**src/shared/tsdp_pkg.sv**
```systemverilog
/*
  Shared constants for the two-bit sensor drive port: register addresses,
  field positions, reset values and pin numbering.
  Assumes an 8-bit register address and 8-bit register data.
*/
package tsdp_pkg;

  // Port width
  localparam int PIN_COUNT = 2;

  // Register addresses
  localparam logic [7:0] ADDR_OUT_DIR = 8'h40;
  localparam logic [7:0] ADDR_PIN_LEVELS = 8'h41;
  localparam logic [7:0] ADDR_MODE = 8'h70;

  // Field positions in the output/direction register
  localparam int OUT_DATA_LSB = 0;
  localparam int DIR_LSB = 4;

  // Field positions in the mode register
  localparam int MODE_REF_IN_BIT = 0;
  localparam int MODE_REF_OUT_BIT = 1;

  // Pin numbering of the analog functions
  localparam int REF_OUT_PIN = 0;
  localparam int REF_IN_PIN = 1;

  // Implemented bits of the output/direction register, others read zero
  localparam logic [7:0] OUT_DIR_MASK = 8'h33;

  // Reset values: both pins driving, both driving low, all pins digital
  localparam logic [7:0] OUT_DIR_RESET = 8'h30;
  localparam logic [7:0] MODE_RESET = 8'h00;

  // Value returned for unmapped reads
  localparam logic [7:0] READ_UNMAPPED = 8'h00;

  // True when the mode byte hands pin idx over to an analog function
  function automatic logic pinIsAnalog(input logic [7:0] mode, input int idx);
    logic hit;
    hit = 1'b0;
    if (idx == REF_OUT_PIN) begin
      hit = mode[MODE_REF_OUT_BIT];
    end else if (idx == REF_IN_PIN) begin
      hit = mode[MODE_REF_IN_BIT];
    end
    return hit;
  endfunction

endpackage

```
**src/hw/tsdp_pin_cell.sv**
```systemverilog
/*
  One pad control cell of the sensor drive port: registers the drive value
  and the active-low output enable of a single pin.
  Assumes the caller supplies the stored data, direction and analog override.
*/
`timescale 1ns/1ps
module tsdp_pin_cell
  import tsdp_pkg::*;
(
  // Clock, reset and enable
  input wire logic mclk,
  input wire logic rst_n,
  input wire logic ce,
  // Settings for this pin
  input wire logic dataBit,
  input wire logic dirBit,
  input wire logic analogSel,
  // Pad controls
  output logic padOut,
  output logic padOeN
);

  logic padOut_q, padOut_d; // Registered drive level
  logic padOeN_q, padOeN_d; // Registered enable, low while driving

  // Next pad state: drive only when an output and not handed to analog
  always_comb begin
    padOut_d = padOut_q;
    padOeN_d = padOeN_q;
    if (ce) begin
      padOut_d = dataBit;
      padOeN_d = ~(dirBit & ~analogSel);
    end
  end

  // Pad registers; reset state matches a driving-low output
  always_ff @(posedge mclk or negedge rst_n) begin
    if (!rst_n) begin
      padOut_q <= OUT_DIR_RESET[OUT_DATA_LSB];
      padOeN_q <= ~OUT_DIR_RESET[DIR_LSB];
    end else begin
      padOut_q <= padOut_d;
      padOeN_q <= padOeN_d;
    end
  end

  assign padOut = padOut_q;
  assign padOeN = padOeN_q;

endmodule // tsdp_pin_cell

```
**src/hw/tsdp_port.sv**
```systemverilog
/*
  Two-bit sensor drive port: output/direction, pin level and mode registers,
  pad control for two pins and the analog reference handover.
  Assumes a synchronous single-cycle register port and pin inputs already
  synchronous to mclk; the pad wire itself is resolved outside.
*/
`timescale 1ns/1ps
module tsdp_port
  import tsdp_pkg::*;
(
  // Clock, reset and enable
  input wire logic mclk,
  input wire logic rst_n,
  input wire logic ce,
  // Register access port
  input wire logic [7:0] regAddr,
  input wire logic regWrEn,
  input wire logic [7:0] regWrData,
  input wire logic regRdEn,
  output logic [7:0] regRdData,
  output logic regRdValid,
  // Port pins
  input wire logic [PIN_COUNT-1:0] pinIn,
  output logic [PIN_COUNT-1:0] pinOut,
  output logic [PIN_COUNT-1:0] pinOeN,
  // Analog reference switch controls
  output logic refOutEn,
  output logic refInEn
);

  logic [7:0] outDir_q, outDir_d; // Output/direction register
  logic [7:0] mode_q, mode_d; // Operating mode register
  logic [7:0] rdData_q, rdData_d; // Read data holding register
  logic rdValid_q, rdValid_d; // Read answer strobe
  logic refOut_q, refOut_d; // Reference output switch
  logic refIn_q, refIn_d; // Reference input switch
  logic [PIN_COUNT-1:0] dataBits; // Stored drive levels
  logic [PIN_COUNT-1:0] dirBits; // Stored directions
  logic [PIN_COUNT-1:0] analogBits; // Per-pin analog override

  // Field extraction, bit i of each field belongs to pin i
  assign dataBits = outDir_q[OUT_DATA_LSB +: PIN_COUNT];
  assign dirBits = outDir_q[DIR_LSB +: PIN_COUNT];

  // Register writes; the pin level address has no storage
  always_comb begin
    outDir_d = outDir_q;
    mode_d = mode_q;
    // A write is taken only on an enabled edge
    if (ce && regWrEn) begin
      unique case (regAddr)
        ADDR_OUT_DIR: begin
          outDir_d = regWrData & OUT_DIR_MASK;
        end
        ADDR_MODE: begin
          mode_d = regWrData;
        end
        default: begin
          // Pin level and unmapped addresses: write is dropped
          outDir_d = outDir_q;
        end
      endcase
    end
  end

  // Configuration registers with power-on defaults
  always_ff @(posedge mclk or negedge rst_n) begin
    if (!rst_n) begin
      outDir_q <= OUT_DIR_RESET;
      mode_q <= MODE_RESET;
    end else begin
      outDir_q <= outDir_d;
      mode_q <= mode_d;
    end
  end

  // Read mux; pin levels come straight from the pad inputs
  always_comb begin
    rdData_d = rdData_q;
    rdValid_d = rdValid_q;
    if (ce) begin
      // Strobe answers every accepted read, one edge later
      rdValid_d = regRdEn;
      if (regRdEn) begin
        unique case (regAddr)
          ADDR_OUT_DIR: begin
            rdData_d = outDir_q;
          end
          ADDR_PIN_LEVELS: begin
            rdData_d = {{(8-PIN_COUNT){1'b0}}, pinIn};
          end
          ADDR_MODE: begin
            rdData_d = mode_q;
          end
          default: begin
            rdData_d = READ_UNMAPPED;
          end
        endcase
      end
    end
  end

  // Read answer registers
  always_ff @(posedge mclk or negedge rst_n) begin
    if (!rst_n) begin
      rdData_q <= READ_UNMAPPED;
      rdValid_q <= 1'b0;
    end else begin
      rdData_q <= rdData_d;
      rdValid_q <= rdValid_d;
    end
  end

  // Analog switch controls follow the mode bits
  always_comb begin
    refOut_d = refOut_q;
    refIn_d = refIn_q;
    if (ce) begin
      // Switches trail the mode register by one edge, like the pads
      refOut_d = mode_q[MODE_REF_OUT_BIT];
      refIn_d = mode_q[MODE_REF_IN_BIT];
    end
  end

  // Analog switch registers, both off from reset
  always_ff @(posedge mclk or negedge rst_n) begin
    if (!rst_n) begin
      refOut_q <= MODE_RESET[MODE_REF_OUT_BIT];
      refIn_q <= MODE_RESET[MODE_REF_IN_BIT];
    end else begin
      refOut_q <= refOut_d;
      refIn_q <= refIn_d;
    end
  end

  // One pad cell per pin, each with its own override bit
  for (genvar i = 0; i < PIN_COUNT; i++) begin : gPin
    // Pin index doubles as the bit index of the data and direction fields only
    assign analogBits[i] = pinIsAnalog(mode_q, i);
    tsdp_pin_cell uCell (
      .mclk(mclk),
      .rst_n(rst_n),
      .ce(ce),
      .dataBit(dataBits[i]),
      .dirBit(dirBits[i]),
      .analogSel(analogBits[i]),
      .padOut(pinOut[i]),
      .padOeN(pinOeN[i])
    );
  end

  assign regRdData = rdData_q;
  assign regRdValid = rdValid_q;
  assign refOutEn = refOut_q;
  assign refInEn = refIn_q;

  // Checks on pad behaviour and the register file

  // Output pin not in analog use drives its data bit
  chk_pin0_drive: assert property (@(posedge mclk) disable iff (!rst_n)
    (ce && dirBits[0] && !analogBits[0]) |=> (!pinOeN[0] && pinOut[0] == $past(dataBits[0])))
    else $error("pin zero not driving its data");

  chk_pin1_drive: assert property (@(posedge mclk) disable iff (!rst_n)
    (ce && dirBits[1] && !analogBits[1]) |=> (!pinOeN[1] && pinOut[1] == $past(dataBits[1])))
    else $error("pin one not driving its data");

  // Input-only pin releases its driver
  chk_input_hiz: assert property (@(posedge mclk) disable iff (!rst_n)
    (ce && !dirBits[0]) |=> pinOeN[0])
    else $error("input-only pin still driving");

  // Analog override releases the digital driver and closes the switch
  chk_ref_out: assert property (@(posedge mclk) disable iff (!rst_n)
    (ce && mode_q[MODE_REF_OUT_BIT]) |=> (pinOeN[REF_OUT_PIN] && refOutEn))
    else $error("reference output did not take pin zero");

  chk_ref_in: assert property (@(posedge mclk) disable iff (!rst_n)
    (ce && mode_q[MODE_REF_IN_BIT] && !mode_q[MODE_REF_OUT_BIT] && dirBits[0])
    |=> (pinOeN[REF_IN_PIN] && refInEn && !pinOeN[REF_OUT_PIN]))
    else $error("reference input override wrong");

  // Pin level read returns the pins sampled at the request
  chk_level_read: assert property (@(posedge mclk) disable iff (!rst_n)
    (ce && regRdEn && regAddr == ADDR_PIN_LEVELS)
    |=> (regRdValid && regRdData == {{(8-PIN_COUNT){1'b0}}, $past(pinIn)}))
    else $error("pin level read mismatch");

  // Write to the pin level address leaves the stored registers alone
  chk_level_ro: assert property (@(posedge mclk) disable iff (!rst_n)
    (ce && regWrEn && regAddr == ADDR_PIN_LEVELS) |=> ($stable(outDir_q) && $stable(mode_q)))
    else $error("write to read-only register changed state");

  // Direction write lands and reads back masked
  chk_dir_write: assert property (@(posedge mclk) disable iff (!rst_n)
    (ce && regWrEn && regAddr == ADDR_OUT_DIR) ##1 (ce && regRdEn && regAddr == ADDR_OUT_DIR && !regWrEn)
    |=> regRdData == ($past(regWrData, 2) & OUT_DIR_MASK))
    else $error("output/direction readback wrong");

  // Frozen while enable low
  chk_freeze: assert property (@(posedge mclk) disable iff (!rst_n)
    !ce |=> ($stable(outDir_q) && $stable(pinOeN) && $stable(regRdValid)))
    else $error("state changed with enable low");

  // Reset defaults: all pins driving low
  chk_reset_val: assert property (@(posedge mclk)
    $rose(rst_n) |-> (dirBits == '1 && dataBits == '0 && pinOeN == '0))
    else $error("reset defaults wrong");

  // Input-only pin one releases its driver too
  chk_pin1_hiz: assert property (@(posedge mclk) disable iff (!rst_n)
    (ce && !dirBits[1]) |=> pinOeN[1])
    else $error("input-only pin one still driving");

  // Drive levels follow the data field even while a pin is released
  chk_data_follow: assert property (@(posedge mclk) disable iff (!rst_n)
    ce |=> (pinOut == $past(dataBits)))
    else $error("drive level does not follow data field");

  // Each switch follows its own mode bit, in all four combinations
  chk_switch_follow: assert property (@(posedge mclk) disable iff (!rst_n)
    ce |=> (refOutEn == $past(mode_q[MODE_REF_OUT_BIT]) && refInEn == $past(mode_q[MODE_REF_IN_BIT])))
    else $error("reference switch does not follow its mode bit");

  // Reference input takes pin one whatever its direction bit says
  chk_ref_in_pin: assert property (@(posedge mclk) disable iff (!rst_n)
    (ce && mode_q[MODE_REF_IN_BIT]) |=> pinOeN[REF_IN_PIN])
    else $error("reference input did not release pin one");

  // A digital pin zero follows its own direction bit alone
  chk_pin0_alone: assert property (@(posedge mclk) disable iff (!rst_n)
    (ce && !analogBits[0]) |=> (pinOeN[0] == ~$past(dirBits[0])))
    else $error("pin zero enable does not follow its own direction");

  // A digital pin one follows its own direction bit alone
  chk_pin1_alone: assert property (@(posedge mclk) disable iff (!rst_n)
    (ce && !analogBits[1]) |=> (pinOeN[1] == ~$past(dirBits[1])))
    else $error("pin one enable does not follow its own direction");

  // Unimplemented bits of the output/direction register stay zero
  chk_outdir_mask: assert property (@(posedge mclk) disable iff (!rst_n)
    (outDir_q & ~OUT_DIR_MASK) == 8'h00)
    else $error("unimplemented output/direction bits set");

  // Mode write lands in full
  chk_mode_write: assert property (@(posedge mclk) disable iff (!rst_n)
    (ce && regWrEn && regAddr == ADDR_MODE) |=> (mode_q == $past(regWrData)))
    else $error("mode write did not land");

  // Mode register reads back what is stored
  chk_mode_read: assert property (@(posedge mclk) disable iff (!rst_n)
    (ce && regRdEn && regAddr == ADDR_MODE) |=> (regRdValid && regRdData == $past(mode_q)))
    else $error("mode readback wrong");

  // Unmapped reads return the fixed filler
  chk_unmapped_read: assert property (@(posedge mclk) disable iff (!rst_n)
    (ce && regRdEn && regAddr != ADDR_OUT_DIR && regAddr != ADDR_PIN_LEVELS && regAddr != ADDR_MODE)
    |=> (regRdData == READ_UNMAPPED))
    else $error("unmapped read not zero");

  // Every accepted read is answered on the next edge
  chk_read_valid: assert property (@(posedge mclk) disable iff (!rst_n)
    (ce && regRdEn) |=> regRdValid)
    else $error("read not answered");

  // No answer strobe without an accepted read
  chk_valid_pulse: assert property (@(posedge mclk) disable iff (!rst_n)
    (ce && !regRdEn) |=> !regRdValid)
    else $error("answer strobe without a read");

  // Read data stands until the next read
  chk_data_stands: assert property (@(posedge mclk) disable iff (!rst_n)
    (ce && !regRdEn) |=> $stable(regRdData))
    else $error("read data changed without a read");

  // Enable low also freezes mode, drive levels, switches and read data
  chk_freeze_mode: assert property (@(posedge mclk) disable iff (!rst_n)
    !ce |=> ($stable(mode_q) && $stable(pinOut) && $stable(refOutEn) && $stable(refInEn) && $stable(regRdData)))
    else $error("mode or outputs changed with enable low");

  // Reset leaves the switches open, the pins low and no answer pending
  chk_reset_switch: assert property (@(posedge mclk)
    $rose(rst_n) |-> (!refOutEn && !refInEn && !regRdValid && pinOut == '0))
    else $error("reset left switches or drive wrong");

  // Main scenarios
  cov_both_analog: cover property (@(posedge mclk) disable iff (!rst_n)
    refOutEn && refInEn);
  cov_mixed_dir: cover property (@(posedge mclk) disable iff (!rst_n)
    !pinOeN[0] && pinOeN[1] && !analogBits[1]);
  cov_readback_drive: cover property (@(posedge mclk) disable iff (!rst_n)
    regRdValid && $past(regAddr) == ADDR_PIN_LEVELS && !pinOeN[0]);
  cov_ro_write: cover property (@(posedge mclk) disable iff (!rst_n)
    ce && regWrEn && regAddr == ADDR_PIN_LEVELS);
  cov_freeze_write: cover property (@(posedge mclk) disable iff (!rst_n)
    !ce && regWrEn);

endmodule // tsdp_port

```
**config.mk**
```make
export PLATFORM = sky130hd
export DESIGN_NAME = tsdp_port
export DESIGN_NICKNAME = d
export VERILOG_FILES = /design/src/shared/tsdp_pkg.sv /design/src/hw/tsdp_pin_cell.sv /design/src/hw/tsdp_port.sv
export SDC_FILE = /design/constraint.sdc
export NUM_CORES = 1
export LEC_CHECK = 0
export ABC_AREA = 0
export BUFFER_PORTS_ARGS = -buffer_cell sky130_fd_sc_hd__buf_2
export CORE_ASPECT_RATIO = 0.5
export CORE_UTILIZATION = 40
export CTS_CLUSTER_DIAMETER = 50
export DETAILED_ROUTE_END_ITERATION = 12
export GPL_TIMING_DRIVEN = 0
export PLACE_DENSITY_LB_ADDON = 0.12
export RECOVER_POWER = 100
export SETUP_SLACK_MARGIN = 0.2
export SYNTH_ARGS = -nofsm -noshare
export SYNTH_HDL_FRONTEND = slang
export SYNTH_SLANG_ARGS = --single-unit
```
**constraint.sdc**
```tcl
create_clock -name mclk -period 1.81 [get_ports mclk]
set_input_delay 0.181 -clock mclk [delete_from_list [all_inputs] [get_ports mclk]]
set_output_delay 0.181 -clock mclk [all_outputs]
set_load 0.01 [all_outputs]
```
# After elaboration in Yosys (flattened, before gate mapping)
# Cells that the tools add are included.
[totals] regBits=27 input_bits=23 output_inout_bits=15 elab_cells=24
[op_classes] eq_ne=3 n_mux=1 n_bitwise=6 reduce_logical=4
[ops] operator="8-bit by 7-bit == test with 1-bit output, second input constant" n=3
[ops] operator="8-bit case mux with 3 select lines" n=1
[ops] operator="2-bit AND reduction" n=3
[ops] operator="1-bit inverter" n=4
[ops] operator="1-bit AND" n=2
[ops] operator="1-bit logical AND" n=1

# Longest topological paths before layout
[depth] depth_word=3 ltp_mapped=4 mapped_depth_nobuf=4

# By module
# A second synthesis with hierarchy kept.
[hier_totals] hier_cells=97 hier_area_um2=1223.7
[by_module_without_submodules] mod="tsdp_port" n_inst=1 cells_each=85 area_each_um2=1066.0 seq_area_each_um2=578.1
[by_module_without_submodules] mod="tsdp_pin_cell" n_inst=2 cells_each=6 area_each_um2=78.8 seq_area_each_um2=50.0

# Worst setup path before layout
# No wires, ideal clock.
[synth_path] path_type="in2reg" start="input port regAddr[1]" end="register mode_q[0]" setup_ps=125 arrival_time_ps=1082 t_required_ps=1685 path_slack_ps=603 cell_stages=3 n_path_buf=0 cell_sequence="nor4b_4 nand4_2 mux2_2"
[synth_between] elab_chain_cells=2
[synth_lines] element="from (decl)" line="tsdp_port.sv:16" rtl="input wire logic [7:0] regAddr,"
[synth_lines] element="8-bit by 7-bit == test with 1-bit output" line="tsdp_port.sv:51" rtl="unique case (regAddr)"
[synth_lines] element="2-bit AND reduction (no line)"
[synth_lines] element="to (signal assigned)" line="tsdp_port.sv:73" rtl="mode_q <= mode_d;"
[synth_lines] element="to (decl)" line="tsdp_port.sv:32" rtl="logic [7:0] mode_q, mode_d;"
# No other way between the ends.
# A chain may end at the register's enable or synchronous reset.

# Worst setup path after layout
[layout_path] start="input port regAddr[1]" end="register mode_q[4]"
# The elaborated chain is that of the path after synthesis.

==> flow_summary_export.csv <==
group,metric,value,unit
finish,layout-drive-gt1-share,0.3488,
pwr,vdd_drop_max,0.0003302,V
drt,wl,2186,um
finish,antenna_cells,0,
drt,wire_per_inst,13.17,um
grt,grt_pass1_vias,715,
pwr,clock_power_share,0.321,
clocking,numCtsBuffers,3,
job,maxCapViolCount,0,
setup_path,rrSetupSlack,0.85,ns
sta,fin_skew,0.001149,ns
synthesis,syn_area_per_cell,13.19,um2
synthesis,synthCells,87,
clocking,clk_latency,0.27,ns
setup_path,required,1.97,ns
setup_path,r2r_end,"regRdData[1]",
place,dp_cells,161,
floorplanning,start_util,0.4328,
pwr,power_frac_comb,0.083,
floorplanning,die_x,77.74,um
setup_path,worstPathMaxFanout,8,
sta,fmax,739.6,MHz
place,io_buffers,37,
floorplanning,row_count,13,
pwr,netSwitchingFraction,0.2231,
sta,tns,0,ns
clocking,cts_tree,"yes",
hold_path,hold_path_class,"in -> reg",
setup_path,cp_data_arrival_time,1.51,ns
synthesis,ys_seq_area_frac,0.5911,
drt,ant_nets,0,
hold_path,min_to,"mode_q[7]",
finish,syn_to_final_growth,22.46,%
setup_path,r2r_cells,2,
clocking,clkSinkCount,27,
drt,drtPass1Iterations,4,
setup_path,path_cells,"clkbuf_1, nor4b_4, nand4_1, mux2_2",
drt,dr_total_vias,822,
sta,finalCritPeriodShare,0.7470,
synthesis,ys_ff_latch,27,
floorplanning,ios,38,
setup_path,slowest_delay,0.45,ns
pwr,internal_power,0.0008142,W
sta,min_period,1.352,ns
sta,max_slew_margin,0.5614,
sta,setup_viol,0,
setup_path,r2r-start,"mode_q[1]",
hold_path,hold-path-cell-count,2,
grt,grt_max_degree,28,
pwr,powerDensity,745.8,mW/mm2
sta,rsz0062_at_grt,"no",
synthesis,syn_nets,110,
floorplanning,fp.coreArea,0.002651,mm2
setup_path,cp_slowest_cell,"nand4_1",
setup_path,cp-start-kind,"primary input",
synthesis,yosysUniqueCellTypes,21,
pwr,p_seq_frac,0.596,
sta,final_hold_viol_count,0,
clocking,cts-resized-gates,0,
hold_path,worstHoldStart,"regWrData[7]",
floorplanning,die_area,0.003099,mm2
clocking,cts_setup_buffers,0,
grt,grt_pass1_wl,3394,um
sta,drv_slew,0,
clocking,ctsLongestPathBuffers,2,
place,gp_congestion,0.7277,
finish,final_nets,153,
clocking,htreeDepth,1,
pwr,p_sw,0.0002338,W
pwr,leakage,0.6644,nW
grt,track_usage,0.1574,
finish,fin_cells,166,
synthesis,ys.warnings.count,0,
place,dpl.hpwl,1644,um
drt,drc,0,
drt,via_per_inst,4.952,
clocking,clk_pin_slew,0.09,ns
outcome,status,"finished, final reports clean",
grt,gr-total-overflow,0,
drt,drt_iter0_drc,36,
setup_path,crit_path_end_kind,"register",
sta,tightest_slew,0.6580,ns
setup_path,crit_type,"in -> reg",
grt,antenna_found_initial,0,
synthesis,netlist_area,0.001147,mm2
floorplanning,chipHeight,39.87,um
clocking,root_buffer,"clkbuf_8",
==> cells by family after synthesis <==
kind of cell | Yosys count | share of synthesized area
AO/OA/AOI/OAI | 16 | 0.1014
buffers and inverters | 8 | 0.04035
flip-flops | 27 | 0.5911
multiplexers | 16 | 0.1570
AND/OR/NAND/NOR | 20 | 0.1101
==> cell usage in the layout (no fill, tap or decap), types with 3 or more instances in the layout <==
cell type   n
dfrtp_1    25
clkbuf_1   19
buf_2      19
mux2_2     16
nand2_1     6
nor2_1      5
o21ai_0     5
a22o_1      4
buf_4       4
and2_1      3
inv_1       3
clkbuf_8    3
==> metal layers <==
metal | vias up | GRT usage | share of wire
met5 | - | 0 | 0
met4 | 0 | 0.05660 | 0.0091
met3 | 5 | 0.05814 | 0.059
met2 | 24 | 0.2478 | 0.44
met1 | 390 | 0.2014 | 0.49
li1 | 403 | - | -
==> final cells by class <==
cell class	count	area, um2
Inverter	3	11.26
Fill cell	257	1246
Multi-Input combinational cell	52	416.7
Timing Repair Buffer	38	173.9
Tap cell	37	46.29
Buffer	5	33.78
Clock buffer	4	45.04
Sequential cell	27	678.2
==> worst max-delay path by stage <==
stage	depth (start not counted)	start	end	slack [ns]
final	4	regAddr[1]	mode_q[4]	0.46
after global routing	4	regAddr[1]	mode_q[1]	0.36
after CTS	4	regAddr[1]	mode_q[6]	0.60
after detailed placement	4	regAddr[1]	mode_q[6]	0.30
after global placement	4	regAddr[1]	mode_q[4]	0.32
after floorplan	3	regAddr[1]	mode_q[0]	0.60
==> power by group through the flow <==
stage / combinational, W / clock (W) / sequential (W)
floorplan: 0.0000357 / 0 / 0.000637
global placement: 0.0000891 / 0 / 0.000637
CTS: 0.0000925 / 0.000349 / 0.000625
global route: 0.0000974 / 0.000380 / 0.000627
detailed placement: 0.0000908 / 0 / 0.000637
finish: 0.0000871 / 0.000337 / 0.000624
==> critical path: cells and delay by family <==
kind                   cells  cell delay [ns]
and+or+nand+nor            2             0.80
muxes                      1             0.42
buffers and inverters      1             0.10
==> what timing repair did <==
item | in CTS | in global routing
hold buffers | 1 | 0
endpoints found under the hold margin | 25 | 0
endpoints found under the setup margin | 0 | 0
==> registers in the layout, summed over array words and instances (netlist names) <==
register	cells
gPin.uCell.padOut	2
refOutEn	1
regRdData	8
regRdValid	1
gPin.uCell.padOeN	2
outDir_q	4
refInEn	1
mode_q	8
==> through the flow <==
stage / utilization / hold WS (ns) / power (W) / setup slack, ns / area (um2)
floorplan: - / -0.1146 / 0.0006723 / 0.6030 / 1147
global placement: 0.5201 / 0.2207 / 0.0007256 / 0.3179 / 1379
detailed placement: 0.5201 / 0.2355 / 0.0007278 / 0.3037 / 1379
CTS: 0.5408 / 0.1309 / 0.001066 / 0.5982 / 1434
global route: 0.5300 / 0.1170 / 0.001104 / 0.3553 / 1405
finish: 0.5300 / 0.1369 / 0.001048 / 0.4579 / 1405
==> synth_stat cells <==
cell | count | share of area
nand4_2 | 1 | 0.011
inv_1 | 3 | 0.0098
o21ai_0 | 5 | 0.022
nand4_1 | 1 | 0.0055
a22oi_1 | 2 | 0.013
a22o_1 | 4 | 0.031
dfstp_2 | 2 | 0.046
buf_2 | 1 | 0.0044
buf_4 | 4 | 0.026
mux2_2 | 16 | 0.16
nor2b_1 | 1 | 0.0055
dfrtp_1 | 25 | 0.55
nand2_1 | 6 | 0.020
a222oi_1 | 2 | 0.017
a31oi_1 | 2 | 0.011
nor4b_4 | 1 | 0.021
o2111ai_1 | 1 | 0.0076
nand3_1 | 1 | 0.0044
nor3b_2 | 1 | 0.011
nor2_1 | 5 | 0.016
and2_1 | 3 | 0.016
Note: power is estimated with default switching activity, not from simulation.
